<file path="config.mk">
export PLATFORM = sky130hd
export DESIGN_NAME = acc_top
export DESIGN_NICKNAME = d
export VERILOG_FILES = /design/src/rtl/acc_pkg.sv /design/src/rtl/acc_evt_if.sv /design/src/rtl/acc_edge_unit.sv /design/src/rtl/acc_top.sv
export SDC_FILE = /design/constraint.sdc
export NUM_CORES = 1
export LEC_CHECK = 0
export ABC_AREA = 1
export BUFFER_PORTS_ARGS = -buffer_cell sky130_fd_sc_hd__buf_2
export CAP_MARGIN = 20
export CORE_AREA = 2 2 87 89
export DETAILED_ROUTE_END_ITERATION = 16
export DIE_AREA = 0 0 89 91
export PLACE_DENSITY = 0.82
export SYNTH_ARGS = -nofsm -noshare
export SYNTH_HDL_FRONTEND = slang
export SYNTH_SLANG_ARGS = --single-unit
</file>
<file path="constraint.sdc">
create_clock -name ref_clk_in -period 1.7 [get_ports ref_clk_in]
set_input_delay 0.34 -clock ref_clk_in [delete_from_list [all_inputs] [get_ports ref_clk_in]]
set_output_delay 0.34 -clock ref_clk_in [all_outputs]
set_load 0.01 [all_outputs]
</file>
<file path="src/rtl/acc_pkg.sv">
// Package: register map, field positions and codes for the comparator control block
package acc_pkg;
  localparam int NUM_CMP = 4;
  // Byte offsets on the APB bus
  localparam logic [11:0] CTRL0_OFS = 12'h000;
  localparam logic [11:0] CTRL1_OFS = 12'h004;
  localparam logic [11:0] CTRL2_OFS = 12'h008;
  localparam logic [11:0] CTRL3_OFS = 12'h00c;
  localparam logic [11:0] STATUS_OFS = 12'h010;
  localparam logic [11:0] MASK_OFS = 12'h014;
  localparam logic [11:0] IRQ_STAT_OFS = 12'h018;
  localparam logic [11:0] SYSCTL_OFS = 12'h01c;
  localparam logic [11:0] ROUTE_OFS = 12'h020;
  localparam logic [11:0] TRIG_ACK_OFS = 12'h024;
  // Control register fields
  localparam int EN_BIT = 7;
  localparam int IE_BIT = 6;
  localparam int EVSEL_HI = 5;
  localparam int EVSEL_LO = 4;
  localparam int CLKSEL_BIT = 3;
  localparam int CAPT_BIT = 3;
  localparam int NEGSEL_HI = 2;
  localparam logic [7:0] CTRL_RST = 8'h00;
  localparam logic [7:0] CTRL_RSV_MASK = 8'hf7;
  // System control fields (timer edge/mask, adc reference)
  localparam int SYS_CAPT_MASK_BIT = 0;
  localparam int SYS_CAPT_EDGE_BIT = 1;
  localparam int SYS_REF_LO = 2;
  localparam logic [3:0] SYSCTL_RST = 4'h0;
  localparam logic [2:0] ROUTE_RST = 3'h0;
  localparam logic [3:0] MASK_RST = 4'h0;
  // Event select codes
  typedef enum logic [1:0] {
    ACC_EV_TOGGLE = 2'b00,
    ACC_EV_RSVD = 2'b01,
    ACC_EV_FALL = 2'b10,
    ACC_EV_RISE = 2'b11
  } acc_evsel_t;
  localparam logic [2:0] NEG_RSVD = 3'b111;
endpackage : acc_pkg

</file>
<file path="src/rtl/acc_evt_if.sv">
// Interface: per-comparator sample, configuration and event between top and edge unit
`timescale 1ns/1ps
interface acc_evt_if #(parameter int N = 4);
  logic [N-1:0] sample;
  logic [N-1:0] enable;
  logic [2*N-1:0] evsel;
  logic [N-1:0] event_p;
  logic [N-1:0] result;
  modport top (output sample, output enable, output evsel, input event_p, input result);
  modport unit (input sample, input enable, input evsel, output event_p, output result);
endinterface : acc_evt_if

</file>
<file path="src/rtl/acc_edge_unit.sv">
// Edge unit: registers comparator samples and flags the selected output events
`timescale 1ns/1ps
module acc_edge_unit #(
  parameter int N = 4
) (
  input wire logic ref_clk_in,
  input wire logic rst_n_in,
  acc_evt_if.unit ev
);
  logic [N-1:0] prev_ff;
  logic [N-1:0] cur_ff;

  // Current sample and previous sample, both on the comparator clock
  always_ff @(posedge ref_clk_in or negedge rst_n_in) begin
    if (!rst_n_in) begin
      cur_ff <= '0;
      prev_ff <= '0;
    end else begin
      cur_ff <= ev.sample & ev.enable;
      prev_ff <= cur_ff;
    end
  end

  assign ev.result = cur_ff;

  generate
    for (genvar i = 0; i < N; i++) begin : g_ev
      logic [1:0] sel;
      logic rise;
      logic fall;
      assign sel = ev.evsel[2*i +: 2];
      assign rise = cur_ff[i] & ~prev_ff[i];
      assign fall = ~cur_ff[i] & prev_ff[i];
      always_comb begin
        unique case (sel)
          acc_pkg::ACC_EV_TOGGLE: ev.event_p[i] = rise | fall;
          acc_pkg::ACC_EV_FALL: ev.event_p[i] = fall;
          acc_pkg::ACC_EV_RISE: ev.event_p[i] = rise;
          // Reserved code raises nothing
          default: ev.event_p[i] = 1'b0;
        endcase
      end

      chk_rise_event: assert property (@(posedge ref_clk_in) disable iff (!rst_n_in)
        (sel == acc_pkg::ACC_EV_RISE && cur_ff[i] && !prev_ff[i]) |-> ev.event_p[i])
        else $error("rising event missed");
      chk_no_rsvd_event: assert property (@(posedge ref_clk_in) disable iff (!rst_n_in)
        (sel == acc_pkg::ACC_EV_RSVD) |-> !ev.event_p[i])
        else $error("reserved event code raised event");
    end
  endgenerate
endmodule : acc_edge_unit

</file>
<file path="src/rtl/acc_top.sv">
// Top: APB register file and control for four clocked analog comparators
//
// Summary of operation
// - Four comparators each report a result bit that is high while the positive input exceeds the chosen negative input.
// - Control bit 7 switches its comparator on when set and off when clear.
// - Control bit 6 lets that comparator's own interrupt through when set and blocks it when clear.
// - Control bits 5:4 pick the event: 00 toggle, 01 reserved, 10 falling, 11 rising.
// - Control bits 2:0 pick the negative input: four reference fractions, bandgap, DAC, external pin, 111 reserved.
// - The internal reference fractions come from the reference chosen by the ADC reference select.
// - Bit 3 of comparator 0 control selects the PLL clock when set and the I/O clock when clear.
// - Comparator flags are offered as triggers for ADC or DAC conversions.
// - With the capture route on, comparator 1's result feeds the timer capture front end.
// - A capture interrupt from the comparator occurs only while the timer capture mask is set.
// - The capture event is a rising result edge when the timer edge select is 1, falling when 0.
// - With the capture route off, the comparator has no path to the timer capture.
// - An amplifier route bit moves comparator 0, 1 or 2 positive input to the amplifier and doubles its clock ratio.
// - Flags set on the chosen event and clear on vector execution with interrupt enabled or a written one.
`timescale 1ns/1ps
module acc_top #(
  parameter int N = acc_pkg::NUM_CMP
) (
  input wire logic ref_clk_in,
  input wire logic rst_n_in,
  input wire logic psel_in,
  input wire logic penable_in,
  input wire logic pwrite_in,
  input wire logic [11:0] paddr_in,
  input wire logic [31:0] pwdata_in,
  output logic [31:0] prdata_out,
  output logic pready_out,
  output logic pslverr_out,
  input wire logic [N-1:0] cmp_raw_in,
  input wire logic [N-1:0] vector_ack_in,
  output logic [N-1:0] cmp_enable_out,
  output logic [3*N-1:0] cmp_neg_sel_out,
  output logic [1:0] cmp_ref_sel_out,
  output logic cmp_clk_pll_sel_out,
  output logic [2:0] amp_route_out,
  output logic [N-1:0] cmp_irq_req_out,
  output logic [N-1:0] conv_trigger_out,
  output logic capture_in_out,
  output logic capture_route_on_out,
  output logic capture_irq_out,
  output logic irq_out
);
  logic [7:0] ctrl_ff [N];
  logic [N-1:0] flag_ff;
  logic [N-1:0] mask_ff;
  logic [3:0] sys_ff;
  logic [2:0] route_ff;
  logic cap_prev_ff;
  logic capture_irq_ff;
  logic wr_en;
  logic rd_en;
  logic hit;
  logic [N-1:0] wr_clr;
  logic [N-1:0] ack_clr;
  logic [N-1:0] ie_vec;
  logic [31:0] nxt_rdata;
  logic cap_src;
  logic cap_edge;
  acc_evt_if #(.N(N)) ev ();

  assign wr_en = psel_in & penable_in & pwrite_in;
  assign rd_en = psel_in & penable_in & ~pwrite_in;
  // Zero-wait slave: every access completes in its first access cycle
  assign pready_out = 1'b1;

  always_comb begin
    hit = 1'b1;
    unique case (paddr_in)
      acc_pkg::CTRL0_OFS, acc_pkg::CTRL1_OFS, acc_pkg::CTRL2_OFS, acc_pkg::CTRL3_OFS,
      acc_pkg::STATUS_OFS, acc_pkg::MASK_OFS, acc_pkg::IRQ_STAT_OFS,
      acc_pkg::SYSCTL_OFS, acc_pkg::ROUTE_OFS, acc_pkg::TRIG_ACK_OFS: hit = 1'b1;
      default: hit = 1'b0;
    endcase
  end
  assign pslverr_out = psel_in & penable_in & ~hit;

  // Control registers; bit 3 only exists in comparators 0 and 1
  generate
    for (genvar i = 0; i < N; i++) begin : g_ctrl
      logic [11:0] ofs;
      assign ofs = acc_pkg::CTRL0_OFS + 12'(4 * i);
      always_ff @(posedge ref_clk_in or negedge rst_n_in) begin
        if (!rst_n_in) begin
          ctrl_ff[i] <= acc_pkg::CTRL_RST;
        end else if (wr_en && paddr_in == ofs) begin
          ctrl_ff[i] <= (i < 2) ? pwdata_in[7:0] : (pwdata_in[7:0] & acc_pkg::CTRL_RSV_MASK);
        end
      end
      assign cmp_enable_out[i] = ctrl_ff[i][acc_pkg::EN_BIT];
      assign ie_vec[i] = ctrl_ff[i][acc_pkg::IE_BIT];
      assign ev.evsel[2*i +: 2] = ctrl_ff[i][acc_pkg::EVSEL_HI:acc_pkg::EVSEL_LO];
      assign cmp_neg_sel_out[3*i +: 3] = ctrl_ff[i][acc_pkg::NEGSEL_HI:0];
    end
  endgenerate

  assign ev.sample = cmp_raw_in;
  assign ev.enable = cmp_enable_out;
  assign cmp_clk_pll_sel_out = ctrl_ff[0][acc_pkg::CLKSEL_BIT];

  always_ff @(posedge ref_clk_in or negedge rst_n_in) begin
    if (!rst_n_in) begin
      sys_ff <= acc_pkg::SYSCTL_RST;
    end else if (wr_en && paddr_in == acc_pkg::SYSCTL_OFS) begin
      sys_ff <= pwdata_in[3:0];
    end
  end
  assign cmp_ref_sel_out = sys_ff[acc_pkg::SYS_REF_LO +: 2];

  always_ff @(posedge ref_clk_in or negedge rst_n_in) begin
    if (!rst_n_in) begin
      route_ff <= acc_pkg::ROUTE_RST;
    end else if (wr_en && paddr_in == acc_pkg::ROUTE_OFS) begin
      route_ff <= pwdata_in[2:0];
    end
  end
  // Analog side swaps the positive input and runs the 2x clock ratio
  assign amp_route_out = route_ff;

  always_ff @(posedge ref_clk_in or negedge rst_n_in) begin
    if (!rst_n_in) begin
      mask_ff <= acc_pkg::MASK_RST;
    end else if (wr_en && paddr_in == acc_pkg::MASK_OFS) begin
      mask_ff <= pwdata_in[N-1:0];
    end
  end

  acc_edge_unit #(.N(N)) u_edge (
    .ref_clk_in(ref_clk_in),
    .rst_n_in(rst_n_in),
    .ev(ev.unit)
  );

  // Flags: writing one to STATUS clears, as does a vector ack with interrupt on
  assign wr_clr = (wr_en && paddr_in == acc_pkg::STATUS_OFS) ? pwdata_in[N+3:4] : '0;
  assign ack_clr = vector_ack_in & ie_vec;
  always_ff @(posedge ref_clk_in or negedge rst_n_in) begin
    if (!rst_n_in) begin
      flag_ff <= '0;
    end else begin
      // A new event in the clearing cycle keeps the flag set
      flag_ff <= (flag_ff & ~(wr_clr | ack_clr)) | ev.event_p;
    end
  end
  assign cmp_irq_req_out = flag_ff & ie_vec;
  assign conv_trigger_out = flag_ff;

  // Capture path: no route bit, no path at all
  assign cap_src = ctrl_ff[1][acc_pkg::CAPT_BIT] & ev.result[1];
  assign capture_in_out = cap_src;
  assign capture_route_on_out = ctrl_ff[1][acc_pkg::CAPT_BIT];
  assign cap_edge = sys_ff[acc_pkg::SYS_CAPT_EDGE_BIT] ? (cap_src & ~cap_prev_ff)
                                                      : (~cap_src & cap_prev_ff);

  always_ff @(posedge ref_clk_in or negedge rst_n_in) begin
    if (!rst_n_in) begin
      cap_prev_ff <= 1'b0;
    end else begin
      cap_prev_ff <= cap_src;
    end
  end

  // Sticky capture interrupt; a read of IRQ_STAT clears it, a new edge wins
  always_ff @(posedge ref_clk_in or negedge rst_n_in) begin
    if (!rst_n_in) begin
      capture_irq_ff <= 1'b0;
    end else if (cap_edge && ctrl_ff[1][acc_pkg::CAPT_BIT]
                 && sys_ff[acc_pkg::SYS_CAPT_MASK_BIT]) begin
      capture_irq_ff <= 1'b1;
    end else if (rd_en && paddr_in == acc_pkg::IRQ_STAT_OFS) begin
      capture_irq_ff <= 1'b0;
    end
  end
  assign capture_irq_out = capture_irq_ff;

  assign irq_out = |(flag_ff & mask_ff);

  always_comb begin
    nxt_rdata = '0;
    unique case (paddr_in)
      acc_pkg::CTRL0_OFS: nxt_rdata[7:0] = ctrl_ff[0];
      acc_pkg::CTRL1_OFS: nxt_rdata[7:0] = ctrl_ff[1];
      acc_pkg::CTRL2_OFS: nxt_rdata[7:0] = ctrl_ff[2];
      acc_pkg::CTRL3_OFS: nxt_rdata[7:0] = ctrl_ff[3];
      acc_pkg::STATUS_OFS: nxt_rdata[7:0] = {flag_ff, ev.result};
      acc_pkg::MASK_OFS: nxt_rdata[N-1:0] = mask_ff;
      acc_pkg::IRQ_STAT_OFS: nxt_rdata[0] = capture_irq_ff;
      acc_pkg::SYSCTL_OFS: nxt_rdata[3:0] = sys_ff;
      acc_pkg::ROUTE_OFS: nxt_rdata[2:0] = route_ff;
      default: nxt_rdata = '0;
    endcase
  end
  // Combinational read data keeps the zero-wait answer
  assign prdata_out = rd_en ? nxt_rdata : '0;

  chk_flag_sets: assert property (@(posedge ref_clk_in) disable iff (!rst_n_in)
    |ev.event_p |=> |flag_ff)
    else $error("event did not set flag");
  chk_irq_gate: assert property (@(posedge ref_clk_in) disable iff (!rst_n_in)
    ((cmp_irq_req_out & ~ie_vec) == '0))
    else $error("interrupt request without enable");
  chk_capture_off: assert property (@(posedge ref_clk_in) disable iff (!rst_n_in)
    !ctrl_ff[1][acc_pkg::CAPT_BIT] |-> !capture_in_out)
    else $error("capture path active while route off");
  chk_cap_mask: assert property (@(posedge ref_clk_in) disable iff (!rst_n_in)
    $rose(capture_irq_ff) |-> $past(sys_ff[acc_pkg::SYS_CAPT_MASK_BIT]))
    else $error("capture irq without mask");
  chk_disabled_quiet: assert property (@(posedge ref_clk_in) disable iff (!rst_n_in)
    !cmp_enable_out[0] [*2] |=> !ev.result[0])
    else $error("disabled comparator reports result");
  chk_ack_clear: assert property (@(posedge ref_clk_in) disable iff (!rst_n_in)
    (flag_ff[0] && vector_ack_in[0] && ie_vec[0] && !ev.event_p[0]) |=> !flag_ff[0])
    else $error("vector ack did not clear flag");
  chk_rise_capture: assert property (@(posedge ref_clk_in) disable iff (!rst_n_in)
    (sys_ff[acc_pkg::SYS_CAPT_MASK_BIT] && sys_ff[acc_pkg::SYS_CAPT_EDGE_BIT]
     && $rose(cap_src)) |=> capture_irq_ff)
    else $error("rising capture edge missed");
  chk_sample_lag: assert property (@(posedge ref_clk_in) disable iff (!rst_n_in)
    cmp_enable_out[1] |=> ev.result[1] == $past(cmp_raw_in[1]))
    else $error("result not sampled from input");
endmodule : acc_top

</file>
Word level (Yosys, flattened, before mapping)
Index checks and enable logic that the tools add are counted.

Flip-flop bits (word level): 55. Bits of input ports: 57. Output and inout port bits: 68. Word-level logic and storage cells: 101.

Equal/unequal tests: 17. Mux-type cells: 14. Bitwise gates (word level): 39. Reduce and logical (&&, ||, !) cells: 19.

Operators by type and width (count): equality test 12 x 5 -> 1 bit, second input constant (4); equality test 12 x 4 -> 1 bit, second input constant (2); equality test 12 x 6 -> 1 bit, second input constant (2); bitwise AND 4 bit (5); one-hot mux 4 bit (5 select lines) (1); equality test 2 bit, second input constant (8); one-hot mux 2 bit (8 select lines) (1); bitwise AND 1 bit (15); equality test 12 x 3 -> 1 bit, second input constant (1); logical NOT 12 bit (1); NOT 1 bit (12); one-hot mux 1 bit (3 select lines) (4); logical AND 1 bit (11); OR reduction 10 bit (1); one-hot mux 1 bit (9 select lines) (1); logical NOT 2 bit (4); two-way mux 8 bit (1); bitwise OR 4 bit (2); one-hot mux 1 bit (5 select lines) (1); two-way mux 1 bit (4); two-way mux 4 bit (1); NOT 4 bit (1); bitwise OR 1 bit (4); OR reduction 4 bit (1); nonzero test 2 bit (1).

Depth between registers and ports, before layout
Depth after elaboration: 8. Mapped depth: 11.

Cells and area by module
Synthesis repeated with hierarchy kept, for this count alone.

Cells, all modules: 466. Area, all modules: 3585.9 um^2.

By module, submodules not included: acc_top (instances 1, cells each 408, area an instance 3113.0 um^2); acc_edge_unit (instances 1, cells each 58, area an instance 473.0 um^2).

Worst setup path after synthesis
No wires, ideal clock.

Path type: input-to-output. Start point: input port paddr_in[6]. End point: output port pslverr_out. Arrival: 1304 ps. Data required time: 1360 ps. Slack: 56 ps. Stages on the path: 9. Path buffers: 1. Cell sequence: inv_1 > nand2_2 > nor2_4 > buf_4 > o21ai_2 > nand2_2 > nor2_1 > nand2_2 > nor3_1.

Longest elaborated chain between the ends: 5. Elaborated cells between the ends (all ways): 14.

RTL lines: from (decl) (RTL line acc_top.sv:27) `input wire logic [11:0] paddr_in,`; equality test 12 x 3 -> 1 bit, or another cell as far along (RTL line acc_top.sv:71) `unique case (paddr_in)`; OR reduction 10 bit (*) (RTL line acc_top.sv:71); two-way mux 1 bit (*) (RTL line acc_top.sv:71); NOT 1 bit (*) (RTL line acc_top.sv:78) `assign pslverr_out = psel_in & penable_in & ~hit;`; bitwise AND 1 bit (*) (RTL line acc_top.sv:78); to (decl) (RTL line acc_top.sv:31) `output logic pslverr_out,`.

Mark *: on every way between the ends. The rest lies on a longest branch, timed or not.

Final worst setup path
Start point: input port paddr_in[11]. End point: output port prdata_out[6].

Longest elaborated chain between the ends: 3. Elaborated cells between the ends (all ways): 7.

RTL lines: equality test 12 x 5 -> 1 bit, or another cell as far along (RTL line acc_top.sv:182) `unique case (paddr_in)`; one-hot mux 4 bit (5 select lines) (*) (RTL line acc_top.sv:182); two-way mux 8 bit (*) (RTL line acc_top.sv:196) `assign prdata_out = rd_en ? nxt_rdata : '0;`; to (decl) (RTL line acc_top.sv:29) `output logic [31:0] prdata_out,`.

Marks and branches as above.

==> results_dict.tcl <==
set metrics [dict create \
    crit_path_end "prdata_out[6]" \
    path_depth 12 \
    irDropWorstVdd_v 0.000464 \
    cp_max_fo 8 \
    initial_core_util 0.495 \
    leakagePower_nw 2.29 \
    async_reset_ff_frac 1.00 \
    dieArea_um2 8100 \
    final_cells 633 \
    route.detailed.drc 0 \
    clk_latency_ns 0.32 \
    avgSynthCellArea_um2 7.88 \
    grt_pass1_vias 2941 \
    stdcell_area_um2 4290 \
    setup_slack_ns -0.252 \
    wire_per_inst_um 14.0 \
    dp_hpwl_um 6640 \
    fill_cells 611 \
    layout_min_cycle_time_ns 1.95 \
    grt_pass1_wl_um 14100 \
    grt_max_degree 56 \
    finalWirelength_um 8840 \
    ys_ff_latch 55 \
    cp_top_family "simple AND/OR/NAND/NOR gates" \
    slew_viol_final 0 \
    clock_path_buffers 2 \
    drtIter0Drc 192 \
    dr_total_vias 3167 \
    ff2ff_path_depth 5 \
    place.gp.congestion 0.929 \
    cp_num_buf_inv 4 \
    io_pins 125 \
    cts_made_buffers 5 \
    rr_startpoint "u_edge.ev.result[3]" \
    ys_warn_count 0 \
    cts.sinks 55 \
    cp-startpoint "paddr_in[11]" \
    ys_seq_area_frac 0.389 \
    drv_cap 0 \
    start_kind "input pin" \
    fin_nets 598 \
    rrSetupSlack_ns 0.48 \
    path_clk_slew_ns 0.11 \
    ys_types 25 \
    netlist_area_um2 3540 \
    finalSetupViolations 9 \
    crit_path_end_kind "output pin" \
    holdWs_ns -0.00774 \
    hp-class "input pin to async pin" \
    power_density_nw_per_um2 572 \
    cp_cell_sequence "buf_6, nor2_4, nand2_4, inv_4, nand2_4, nor2_4, buf_6, nand2_2, nand2_1, nor2_1, nor2_1, buf_2" \
    required_ns 1.36 \
    cts_root_buffer "clkbuf_8" \
    via_per_inst 5.00 \
    crit_arrival_ns 1.61 \
    die_x_um 89 \
    placed_cell_area_um2 3920 \
    rsz0062_at_grt "yes" \
    port_buffers 75 \
    status "finished, violations left" \
    drive_above_1_share 0.384 \
    ant_nets 0 \
    placedCellCount 619 \
    syn_inst 449 \
    areaGrowthSynthToFinish_pct 21.4 \
    cts_tree "done" \
    fp.dieH_um 91 \
    cpMaxStageDelayCell "nor2_4" \
    regToRegEndpoint "conv_trigger_out[3]" \
    clock_skew_ns 0.0137 \
    final_hold_viol_count 15 \
    max_stage_delay_ns 0.24 \
    firstDrtPassIters 5 \
    synth_flop_cell "dfrtp_1" \
    diodes 0 \
    path_class "input pin to output pin" \
    coreArea_um2 7140 \
    violations "hold timing, setup timing" \
    antenna_found_initial 0 \
    synth_edf_count 0 \
    fmax_ghz 0.512 \
    globalRouteTotalUtil 0.224 \
    grt-ovfl-total 0 \
    row_count 31 \
    htree_levels 2 \
    period_share 1.15 \
    tns_ns -1.83 \
]
placed cells by master, fill, tap and decap left out, drive strengths merged:
| master | n |
|---|---|
| a21oi | 4 |
| o211ai | 5 |
| bufinv | 1 |
| nand4 | 3 |
| inv | 59 |
| nor3 | 1 |
| o2111ai | 1 |
| conb | 25 |
| nand3 | 23 |
| o22ai | 5 |
| nor2 | 44 |
| nand2 | 133 |
| o31ai | 1 |
| o221ai | 2 |
| ha | 8 |
| buf | 104 |
| o21ai | 54 |
| clkinvlp | 1 |
| dfrtp | 55 |
| clkbuf | 5 |
state kept, by name, summed over array words and instances (netlist names):
register,count
u_edge.ev.result,4
sys_ff,4
cmp_neg_sel_out,12
amp_route_out,3
capture_route_on_out,1
cmp_enable_out,4
cap_prev_ff,1
ctrl_ff,12
cmp_clk_pll_sel_out,1
mask_ff,4
conv_trigger_out,4
capture_irq_out,1
u_edge.prev_ff,4
cell type report:
| class | count | area, um2 | share of cell area |
|---|---|---|---|
| tap | 99 | 124 | 0.0288 |
| clock inverter | 3 | 46.3 | 0.0108 |
| inverter | 58 | 228 | 0.0530 |
| multi-input combinational | 309 | 1760 | 0.411 |
| sequential | 55 | 1380 | 0.321 |
| timing repair buffer | 104 | 687 | 0.160 |
| clock buffer | 5 | 68.8 | 0.0160 |
power by group:
part	internal (mW)	switching, mW	total [mW]	leakage, nW
clock	0.445	0.465	0.910	0.0548
sequential	1.31	0.00352	1.31	0.743
combinational	0.0758	0.156	0.231	1.50
total	1.83	0.624	2.46	2.29
worst min path at each step:
stage	endpoint	slack, ns	startpoint
2_1_floorplan	amp_route_out[0]	0.04	rst_n_in
3_3_place_gp	u_edge.ev.result[3]	0.35	rst_n_in
3_5_place_dp	u_edge.ev.result[3]	0.36	rst_n_in
4_1_cts	u_edge.ev.result[3]	0.008	rst_n_in
5_1_grt	ctrl_ff[5]	0.001	rst_n_in
6_report	ctrl_ff[5]	-0.008	rst_n_in
cells by family (layout without fill, tap and decap cells):
| group | Yosys count | after routing | share of synthesized area |
|---|---|---|---|
| AOI/OAI and AO/OA | 72 | 72 | 0.143 |
| and+or+nand+nor | 204 | 204 | 0.263 |
| buffers and inverters | 108 | 170 | 0.174 |
| adders and majority gates | 8 | 8 | 0.0283 |
| other | 2 | 25 | 0.00212 |
| DFF | 55 | 55 | 0.389 |
per-stage QoR:
step / util / total power [mW] / worst slack, ns
floorplan: - / 1.48 / 0.0562
global placement: 0.549 / 1.53 / -0.244
detailed placement: 0.549 / 1.54 / -0.275
CTS: 0.583 / 2.44 / -0.216
global route: 0.602 / 2.54 / -0.329
finish: 0.602 / 2.46 / -0.252
synth_stat cells, types with 3 or more instances:
cell type  number  share of area
o21ai_0        19          0.027
nand3_1        23          0.033
nand2_4         3         0.0096
inv_2           5         0.0053
dfrtp_1        55           0.39
nand4_1         3         0.0053
nor2_1         32          0.034
buf_4          44          0.093
o21ai_1         5         0.0071
o22ai_1         5         0.0088
o211ai_1        5          0.011
a21oi_1         4         0.0057
nor2_4         10          0.032
inv_1          53          0.056
nand2_2        10          0.018
buf_6           6          0.019
ha_1            8          0.028
o21ai_2        30          0.074
nand2_1       120           0.13
routing by layer:
metal  vias up  global-route usage  share of wire
met5         -                   0              0
met4         0              0.0597          0.017
met3        19              0.0500          0.065
met2       127               0.375           0.50
met1      1493               0.290           0.41
li1       1528                   -              -
worst register-to-register path, stage by stage, from the launching register on:
cell	delay [ns]
dfrtp_1	0.40
inv_1	0.10
ha_1	0.29
o21ai_0	0.16
o221ai_1	0.13
nand2_1	0.08
what timing repair did:
item / in CTS / in global routing
hold buffers: 0 / 0
pin swaps: 14 / 25
gates resized for setup: 30 / 34
cloned: 0 / 0
buffers inserted: 2 / 4
setup endpoints to repair: 9 / 9
Note: power is estimated with default switching activity, not from simulation.
